### src/design/board_glue_pkg.sv
// Package of constants and carriers for the board address decode and interrupt map.
// Assumes an 8-bit processor bus with 16-bit memory and 8-bit I/O addresses.
package board_glue_pkg;
  localparam logic [7:0] baud_rate_factor_offset = 8'hde;
  localparam logic [7:0] timer0_port = 8'hdc;
  localparam logic [7:0] timer1_port = 8'hdd;
  localparam logic [7:0] timer2_port = 8'hde;
  localparam logic [7:0] timer_ctrl_port = 8'hdf;
  localparam logic [6:0] pic_port_base = 7'h6c;
  localparam logic [15:0] baud_reset = 16'h0000;
  localparam logic [7:0] vec_nmi = 8'h24;
  localparam logic [7:0] vec_hi = 8'h3c;
  localparam logic [7:0] vec_mid = 8'h34;
  localparam logic [7:0] vec_lo = 8'h2c;
  localparam logic [15:0] rom_top_1k = 16'h0fff;
  localparam logic [15:0] rom_top_2k = 16'h1fff;
  localparam logic [15:0] rom_top_4k = 16'h3fff;
  localparam logic [15:0] rom_top_8k = 16'h7fff;
  localparam logic [1:0] ram_small_lo = 2'h3;
  localparam logic [1:0] ram_big_lo = 2'h2;
  localparam logic [1:0] rom_wait_cycles = 2'h1;
  localparam logic [1:0] pin_sync_depth = 2'h3;

  typedef enum logic [2:0] {
    rom_1k_slow,
    rom_2k_slow,
    rom_4k_slow,
    rom_4k_fast,
    rom_8k_fast
  } rom_type_e;

  typedef struct packed {
    rom_type_e rom_type;
    logic ram_expanded;
    logic [1:0] ram_segment;
    logic bank_enable;
    logic bank_rom_follow;
    logic rom_disable_allow;
    logic low_line_route;
  } config_s;

  typedef struct packed {
    logic rom;
    logic ram;
    logic baud;
    logic timer;
    logic pic;
  } select_s;
endpackage

### src/design/board_glue.sv
// Board glue: memory and I/O decode, ROM wait insertion, bank and ROM-disable port bits,
// baud factor byte steering and fixed interrupt vector map.
// Assumes bus strobes are synchronous to ref_clk_i; supply_low_line_i is an async pin.
//
// Summary of operation
// - ROM from zero, size by type, waits
// - RAM at 3000, or 2000 when expanded
// - RAM window movable to any 16K top
// - Bank bit reaches 128K off-board memory
// - ROM enable low frees ROM range off-board
// - Baud factor loads as two byte writes
// - Controller register picked by order, data bit
// - Direct interrupts vector 24, 3C, 34, 2C
// - Low-line may be routed as trap
// - Timers DC-DD, control DF, two-byte counts
`timescale 1ns/1ps
module board_glue (
  input wire logic ref_clk_i,
  input wire logic reset_i,
  input wire board_glue_pkg::config_s cfg_i,
  input wire logic mem_cycle_i,
  input wire logic io_cycle_i,
  input wire logic wr_i,
  input wire logic [15:0] addr_i,
  input wire logic [7:0] data_i,
  input wire logic trap_i,
  input wire logic rst75_i,
  input wire logic rst65_i,
  input wire logic rst55_i,
  input wire logic supply_low_line_i,
  input wire logic bank_port_wr_i,
  output board_glue_pkg::select_s sel_o,
  output logic offboard_o,
  output logic ready_o,
  output logic bank_o,
  output logic onboard_rom_enable_o,
  output logic [15:0] baud_rate_factor_o,
  output logic [1:0] timer_byte_o,
  output logic pic_second_reg_o,
  output logic irq_pending_o,
  output logic [7:0] irq_vector_o
);
  board_glue_pkg::select_s sel_ff, nxt_sel;
  logic offboard_ff, nxt_offboard;
  logic ready_ff, nxt_ready;
  logic [1:0] wait_ff, nxt_wait;
  logic bank_ff, nxt_bank;
  logic rom_en_ff, nxt_rom_en;
  logic [15:0] baud_ff, nxt_baud;
  logic baud_hi_ff, nxt_baud_hi;
  logic [2:0] tmr_hi_ff, nxt_tmr_hi;
  logic [1:0] tmr_byte_ff, nxt_tmr_byte;
  logic [1:0] pic_seq_ff, nxt_pic_seq;
  logic pic_sel2_ff, nxt_pic_sel2;
  logic pend_ff, nxt_pend;
  logic [7:0] vec_ff, nxt_vec;
  logic low_line;
  logic [15:0] rom_top;
  logic rom_slow, rom_hit, ram_hit, io_baud, io_tmr, io_pic;
  logic cycle_start, mem_d_ff, io_d_ff;

  pin_sync u_low_line (
    .ref_clk_i(ref_clk_i),
    .reset_i(reset_i),
    .pin_i(supply_low_line_i),
    .level_o(low_line)
  );

  // Region decode
  always_comb begin
    case (cfg_i.rom_type)
      board_glue_pkg::rom_1k_slow: rom_top = board_glue_pkg::rom_top_1k;
      board_glue_pkg::rom_2k_slow: rom_top = board_glue_pkg::rom_top_2k;
      board_glue_pkg::rom_4k_slow: rom_top = board_glue_pkg::rom_top_4k;
      board_glue_pkg::rom_4k_fast: rom_top = board_glue_pkg::rom_top_4k;
      board_glue_pkg::rom_8k_fast: rom_top = board_glue_pkg::rom_top_8k;
      default: rom_top = board_glue_pkg::rom_top_1k;
    endcase
    rom_slow = (cfg_i.rom_type == board_glue_pkg::rom_1k_slow) ||
               (cfg_i.rom_type == board_glue_pkg::rom_2k_slow) ||
               (cfg_i.rom_type == board_glue_pkg::rom_4k_slow);
    rom_hit = mem_cycle_i && (addr_i <= rom_top) &&
              !(cfg_i.rom_disable_allow && !rom_en_ff) &&
              !(cfg_i.bank_enable && cfg_i.bank_rom_follow && bank_ff);
    ram_hit = mem_cycle_i && !rom_hit && (addr_i[15:14] == cfg_i.ram_segment) &&
              ((addr_i[13:12] == board_glue_pkg::ram_small_lo) ||
               (cfg_i.ram_expanded && addr_i[13:12] == board_glue_pkg::ram_big_lo));
    io_baud = io_cycle_i && addr_i[7:0] == board_glue_pkg::baud_rate_factor_offset;
    io_tmr = io_cycle_i && !io_baud &&
             (addr_i[7:0] == board_glue_pkg::timer0_port ||
              addr_i[7:0] == board_glue_pkg::timer1_port ||
              addr_i[7:0] == board_glue_pkg::timer_ctrl_port);
    io_pic = io_cycle_i && addr_i[7:1] == board_glue_pkg::pic_port_base;
  end

  assign cycle_start = (mem_cycle_i && !mem_d_ff) || (io_cycle_i && !io_d_ff);

  always_comb begin
    nxt_sel.rom = rom_hit;
    nxt_sel.ram = ram_hit;
    nxt_sel.baud = io_baud;
    nxt_sel.timer = io_tmr;
    nxt_sel.pic = io_pic && !io_baud && !io_tmr;
    nxt_offboard = (mem_cycle_i || io_cycle_i) && !rom_hit && !ram_hit &&
                   !io_baud && !io_tmr && !io_pic;
    nxt_wait = wait_ff;
    nxt_ready = 1'b1;
    if (cycle_start && rom_hit && rom_slow) begin
      nxt_wait = board_glue_pkg::rom_wait_cycles;
      nxt_ready = 1'b0;
    end else if (wait_ff != 2'h0) begin
      nxt_wait = wait_ff - 2'h1;
      nxt_ready = (wait_ff == 2'h1);
    end
    if (cycle_start && rom_hit && rom_slow) begin
      nxt_ready = 1'b0;
    end else if (wait_ff > 2'h1) begin
      nxt_ready = 1'b0;
    end
  end

  // Port bits and byte steering
  always_comb begin
    nxt_bank = bank_ff;
    nxt_rom_en = rom_en_ff;
    nxt_baud = baud_ff;
    nxt_baud_hi = baud_hi_ff;
    nxt_tmr_hi = tmr_hi_ff;
    nxt_tmr_byte = 2'h0;
    nxt_pic_seq = pic_seq_ff;
    nxt_pic_sel2 = pic_sel2_ff;
    if (bank_port_wr_i) begin
      nxt_bank = cfg_i.bank_enable && data_i[0];
      nxt_rom_en = data_i[1];
    end
    if (io_cycle_i && !io_d_ff && wr_i) begin
      if (io_baud) begin
        if (baud_hi_ff) begin
          nxt_baud = {data_i, baud_ff[7:0]};
        end else begin
          nxt_baud = {baud_ff[15:8], data_i};
        end
        nxt_baud_hi = !baud_hi_ff;
      end
      if (io_tmr) begin
        case (addr_i[1:0])
          2'h0: begin
            nxt_tmr_byte = {tmr_hi_ff[0], 1'b1};
            nxt_tmr_hi[0] = !tmr_hi_ff[0];
          end
          2'h1: begin
            nxt_tmr_byte = {tmr_hi_ff[1], 1'b1};
            nxt_tmr_hi[1] = !tmr_hi_ff[1];
          end
          default: nxt_tmr_hi = 3'h0;
        endcase
      end
      if (io_pic) begin
        if (!addr_i[0] && data_i[4]) begin
          nxt_pic_seq = 2'h1;
          nxt_pic_sel2 = 1'b1;
        end else if (addr_i[0] && pic_seq_ff != 2'h0) begin
          nxt_pic_seq = pic_seq_ff - 2'h1;
          nxt_pic_sel2 = (pic_seq_ff != 2'h1);
        end else begin
          nxt_pic_sel2 = 1'b0;
        end
      end
    end
  end

  // Direct interrupt vector map
  always_comb begin
    nxt_pend = 1'b1;
    if (trap_i || (cfg_i.low_line_route && low_line)) begin
      nxt_vec = board_glue_pkg::vec_nmi;
    end else if (rst75_i) begin
      nxt_vec = board_glue_pkg::vec_hi;
    end else if (rst65_i) begin
      nxt_vec = board_glue_pkg::vec_mid;
    end else if (rst55_i) begin
      nxt_vec = board_glue_pkg::vec_lo;
    end else begin
      nxt_vec = 8'h00;
      nxt_pend = 1'b0;
    end
  end

  always_ff @(posedge ref_clk_i) begin
    if (reset_i) begin
      sel_ff <= '0;
      offboard_ff <= 1'b0;
      ready_ff <= 1'b1;
      wait_ff <= 2'h0;
      bank_ff <= 1'b0;
      rom_en_ff <= 1'b1;
      baud_ff <= board_glue_pkg::baud_reset;
      baud_hi_ff <= 1'b0;
      tmr_hi_ff <= 3'h0;
      tmr_byte_ff <= 2'h0;
      pic_seq_ff <= 2'h0;
      pic_sel2_ff <= 1'b0;
      pend_ff <= 1'b0;
      vec_ff <= 8'h00;
      mem_d_ff <= 1'b0;
      io_d_ff <= 1'b0;
    end else begin
      sel_ff <= nxt_sel;
      offboard_ff <= nxt_offboard;
      ready_ff <= nxt_ready;
      wait_ff <= nxt_wait;
      bank_ff <= nxt_bank;
      rom_en_ff <= nxt_rom_en;
      baud_ff <= nxt_baud;
      baud_hi_ff <= nxt_baud_hi;
      tmr_hi_ff <= nxt_tmr_hi;
      tmr_byte_ff <= nxt_tmr_byte;
      pic_seq_ff <= nxt_pic_seq;
      pic_sel2_ff <= nxt_pic_sel2;
      pend_ff <= nxt_pend;
      vec_ff <= nxt_vec;
      mem_d_ff <= mem_cycle_i;
      io_d_ff <= io_cycle_i;
    end
  end

  assign sel_o = sel_ff;
  assign offboard_o = offboard_ff;
  assign ready_o = ready_ff;
  assign bank_o = bank_ff;
  assign onboard_rom_enable_o = rom_en_ff;
  assign baud_rate_factor_o = baud_ff;
  assign timer_byte_o = tmr_byte_ff;
  assign pic_second_reg_o = pic_sel2_ff;
  assign irq_pending_o = pend_ff;
  assign irq_vector_o = vec_ff;

  AST_ONE_SELECT: assert property (@(posedge ref_clk_i) disable iff (reset_i)
    $onehot0({sel_ff.rom, sel_ff.ram, sel_ff.baud, sel_ff.timer, sel_ff.pic, offboard_ff}))
    else $error("more than one select");
  AST_ROM_WAIT: assert property (@(posedge ref_clk_i) disable iff (reset_i)
    (cycle_start && rom_hit && rom_slow) |=> !ready_o ##1 ready_o)
    else $error("slow rom wait wrong");
  AST_ROM_FAST: assert property (@(posedge ref_clk_i) disable iff (reset_i)
    (cycle_start && rom_hit && !rom_slow && wait_ff == 2'h0) |=> ready_o)
    else $error("fast rom waited");
  AST_RAM_MAP: assert property (@(posedge ref_clk_i) disable iff (reset_i)
    (mem_cycle_i && !rom_hit && addr_i[15:14] == cfg_i.ram_segment &&
     addr_i[13:12] == board_glue_pkg::ram_small_lo) |=> sel_o.ram)
    else $error("ram not selected");
  AST_ROM_OFF: assert property (@(posedge ref_clk_i) disable iff (reset_i)
    (cfg_i.rom_disable_allow && !onboard_rom_enable_o) |=> !sel_o.rom)
    else $error("rom selected while disabled");
  AST_BAUD_PAIR: assert property (@(posedge ref_clk_i) disable iff (reset_i)
    (io_cycle_i && !io_d_ff && wr_i && io_baud && !baud_hi_ff) |=>
    baud_rate_factor_o[7:0] == $past(data_i))
    else $error("baud low byte lost");
  AST_TRAP_VEC: assert property (@(posedge ref_clk_i) disable iff (reset_i)
    trap_i |=> irq_pending_o && irq_vector_o == board_glue_pkg::vec_nmi)
    else $error("trap vector wrong");
  AST_LOW_LINE: assert property (@(posedge ref_clk_i) disable iff (reset_i)
    (cfg_i.low_line_route && low_line && !rst75_i) |=> irq_vector_o == board_glue_pkg::vec_nmi)
    else $error("low line not routed");
endmodule

### src/design/pin_sync.sv
// Three-stage synchroniser with an agreement filter for one outside pin.
// Assumes the pin is asynchronous to ref_clk_i.
`timescale 1ns/1ps
module pin_sync (
  input wire logic ref_clk_i,
  input wire logic reset_i,
  input wire logic pin_i,
  output logic level_o
);
  logic [2:0] stage_ff;
  logic [2:0] nxt_stage;
  logic level_ff;
  logic nxt_level;

  always_comb begin
    nxt_stage = {stage_ff[1:0], pin_i};
    nxt_level = level_ff;
    if (stage_ff[1] == stage_ff[2]) begin
      nxt_level = stage_ff[2];
    end
  end

  always_ff @(posedge ref_clk_i) begin
    if (reset_i) begin
      stage_ff <= 3'h0;
      level_ff <= 1'b0;
    end else begin
      stage_ff <= nxt_stage;
      level_ff <= nxt_level;
    end
  end

  assign level_o = level_ff;
endmodule

### config.mk
export PLATFORM = sky130hd
export DESIGN_NAME = board_glue
export DESIGN_NICKNAME = d
export VERILOG_FILES = /design/src/design/board_glue_pkg.sv /design/src/design/board_glue.sv /design/src/design/pin_sync.sv
export SDC_FILE = /design/constraint.sdc
export NUM_CORES = 1
export LEC_CHECK = 0
export ABC_CLOCK_PERIOD_IN_PS = 2300
export BUFFER_PORTS_ARGS = -buffer_cell sky130_fd_sc_hd__buf_2
export CORE_ASPECT_RATIO = 0.6
export CORE_MARGIN = 4
export CORE_UTILIZATION = 47
export CTS_BUF_LIST = sky130_fd_sc_hd__clkbuf_4
export DETAILED_ROUTE_END_ITERATION = 12
export PLACE_DENSITY = 0.78
export SKIP_LAST_GASP = 1
export SLEW_MARGIN = 20
export SYNTH_ARGS = -nofsm -noshare
export SYNTH_HDL_FRONTEND = slang
export SYNTH_SLANG_ARGS = --single-unit
### constraint.sdc
create_clock -name ref_clk_i -period 2.3 [get_ports ref_clk_i]
set_input_delay 0.46 -clock ref_clk_i [delete_from_list [all_inputs] [get_ports ref_clk_i]]
set_output_delay 0.46 -clock ref_clk_i [all_outputs]
set_load 0.03 [all_outputs]
==> impl_summary.log <==
INFO  metric grt_first_pass_wirelength = just over 7 mm
INFO  metric post-route-util = 0.630
INFO  metric final-hold-violation-count = 0
INFO  metric powerDensity = between 500 and 600 nW/um^2
INFO  metric worst-path-buf-inv = 2
INFO  metric path_clk_slew = 0.12 ns
INFO  metric final-setup-viol-count = 0
INFO  metric number_of_flops_mapped_to_enable_cells_by_yosys = 0
INFO  metric cts_repair_resize_count = 0
INFO  metric layout.cells.non_filler = about 340
INFO  metric ys.flop_type = dfxtp_1
INFO  metric fin_worst_skew = around 0.0080 ns
INFO  metric relSlewSlack = 0.637
INFO  metric num-nets-final = about 330
INFO  metric grt_use_total = 0.166
INFO  metric grt_max_degree = 34
INFO  metric worst_ep_arrival_time = 2.08 ns
INFO  metric gr-max-usage-layer = met2
INFO  metric dpl_ws = roughly 0.099 ns
INFO  metric timing_worst_setup_path_type = input pin to register
INFO  metric initial_drt_markers = between 50 and 60
INFO  metric std_cell_rows = 17
INFO  metric io_pins = 82
INFO  metric synth-warning-count = 0
INFO  metric final-max-slew-violation-count = 0
INFO  metric dp_hpwl = ~3.4 mm
INFO  metric post_cts_hold_buffer_count = 0
INFO  metric dieWidth = between 90 and 100 um
INFO  metric floorplan_die_area = between 5000 and 6000 sq um
INFO  metric path_delay_family = compound AO/OA/AOI/OAI gates
INFO  metric worstPathRequired = ~2.5 ns
INFO  metric globalRouteMet3Util = 0.0687
INFO  metric most-common-layout-cells = buf_2 (77), dfxtp_1 (44), nor2_1 (26)
INFO  metric power_leakage = around 1.2 nW
INFO  metric antenna_cells = 0
INFO  metric timing.max_cap.violations = 0
INFO  metric final_antenna_net_count = 0
INFO  metric clock_sink_count = 44
INFO  metric clock_path_buffers = 2
INFO  metric layout_min_cycle_time = 1.83 ns
INFO  metric power.ir.vdd_worst = between 0.0003 and 0.0004 V
INFO  metric h-tree-depth = 2
INFO  metric timing.critical_path.slowest_cell_delay = ~0.3 ns
INFO  metric cts_tree = built
INFO  metric drive_gt1_frac = 0.326
INFO  metric floorplan.initialDensity = 0.513
INFO  metric design_power_total = approximately 1.4 mW
INFO  metric cts_buffers = 5
INFO  metric routed_wirelength = 4.35 mm
INFO  metric holdCritPathClass = input pin to register
INFO  metric ys_ff_latch = 44
INFO  metric critical_path.endpoint_type = register
INFO  metric post-route-drc-count = 0
INFO  metric synthCells = ~210
INFO  metric syn-cell-area = roughly 2000 sq um
INFO  metric unrepaired_setup_endpoints_after_global_routing = false
INFO  metric layout_commonest_cell = buf_2
INFO  metric routed_via_density = 4.99
INFO  metric fmax = 546 MHz
INFO  metric synth.avg_cell_area = roughly 9.6 sq um
INFO  metric setup.worst_path.start_class = input pin
INFO  metric placed_cells = roughly 330
INFO  metric final_min_period_over_clock_period = 0.797
INFO  metric detailroute.via_count = approximately 1,700
INFO  metric synth_sequential_area_ratio = 0.446
INFO  metric worst_path_most_repeated_cell = a21o_1
INFO  metric gr-usage-met1 = 0.221
INFO  metric timing_worst_slew_pin_value = around 0.54 ns
INFO  metric die_height = ~58 um
INFO  metric clock-root-buffer = clkbuf_4
INFO  metric critical_path_peak_fanout = 3
INFO  metric wl_per_cell = 12.8 um
INFO  metric grt_pass1_vias = between 1,500 and 2,000
INFO  metric worstPathCellList = buf_2 -> nor2_1 -> mux2i_1 -> ha_1 -> a21o_1 -> a21o_1 -> a211oi_1 -> buf_4 -> o21bai_1
INFO  metric grt-ovfl-total = 0
INFO  metric synth-async-reset-ratio = 0
INFO  metric number_of_antenna_violations_at_the_first_check_in_global_routing = 0
INFO  metric worst_path_max_delay_cell = ha_1
INFO  metric drt_first_pass_iters = 4
INFO  metric clock_latency = 0.34 ns
INFO  metric run_status = finished clean
INFO  metric syn_to_final_growth = 23.0%
INFO  metric yosysUniqueCellTypes = 49
INFO  metric post-cts-setup-buffer-count = 0
INFO  metric use_met2 = 0.256
INFO  metric gp_congestion = just over 0.8
INFO  metric place.port_buffers = a little under 80
INFO  metric core_box_area = 3850 sq um
INFO  metric fin_ws = about 0.47 ns
INFO  metric timing.setup.tns = 0 ns
[synthesized netlist by cell type (3+ instances only)]
library cell / number / area (sq um)
dfxtp_1: 44 / 881
clkbuf_1: 5 / 18.8
nand2_1: 4 / 15.0
nor2b_1: 12 / 75.1
nand2b_1: 3 / 18.8
nor2_1: 26 / 97.6
nand3_1: 3 / 15.0
mux2i_1: 18 / 180
buf_4: 7 / 52.6
xor2_1: 3 / 26.3
ha_1: 7 / 87.6
inv_1: 8 / 30.0
a21oi_1: 8 / 40.0
o21ai_0: 6 / 30.0
and4_1: 4 / 35.0
nor3_1: 5 / 25.0
[flip-flops by register name (all words and copies together), names as in the netlist, 2 cells and up]
name and flops:
sel_o 5, wait_ff 2, tmr_hi_ff 2, u_low_line.stage_ff 3
timer_byte_o 2, irq_vector_o 3, pic_seq_ff 2, baud_rate_factor_o 16
[cell type report]
cell class	count	area [sq um]
Tap cell	57	71.3
Fill cell	359	1420
Sequential cell	44	881
Multi-Input combinational cell	142	985
Timing Repair Buffer	80	408
Clock buffer	5	37.5
Inverter	8	30.0
Clock inverter	3	13.8
[kinds of logic (layout without fill, tap and decap cells)]
group / after synthesis / count (layout) / synth area share
simple gates: 77 / 77 / 0.231
flops: 44 / 44 / 0.446
compound gates: 31 / 31 / 0.103
buf+inv: 23 / 96 / 0.0602
mux: 18 / 18 / 0.0913
fa+ha+maj: 7 / 7 / 0.0444
xor+xnor: 5 / 5 / 0.0222
other cells: 1 / 4 / 0.00190
[metrics by stage]
step / instance area [sq um] / hold WS, ns
floorplan: 1980 / 0.414
global placement: 2370 / 0.421
detailed placement: 2370 / 0.429
CTS: 2430 / 0.307
global route: 2430 / 0.315
finish: 2430 / 0.315
[where the power goes]
part	leakage (nW)	internal, mW	total, mW	switching, mW
Combinational	0.779	0.120	0.282	0.163
Sequential	0.358	0.798	0.816	0.0183
Clock	0.0324	0.112	0.347	0.235
Total	1.17	1.03	1.45	0.416
[layer usage]
layer | share of wire | vias to the layer above | wire length (um)
li1 | - | 862 | -
met1 | 0.47 | 762 | 2060
met2 | 0.42 | 64 | 1830
met3 | 0.097 | 4 | 423
met4 | 0.0078 | 0 | 34
met5 | 0 | - | 0
[final timing paths]
path | from | end | slack [ns] | depth (start not counted)
setup / recovery | cfg_i[8] | ready_o$_SDFF_PP1_ | 0.47 | 9
hold / removal | supply_low_line_i | u_low_line.stage_ff[0]$_SDFF_PP0_ | 0.31 | 2
setup reg to reg | io_d_ff$_SDFF_PP0_ | baud_rate_factor_o[15]$_SDFFE_PP0P_ | 0.65 | 4
hold reg to reg | u_low_line.stage_ff[0]$_SDFF_PP0_ | u_low_line.stage_ff[1]$_SDFF_PP0_ | 0.46 | 1
Note: power is estimated with default switching activity, not from simulation.
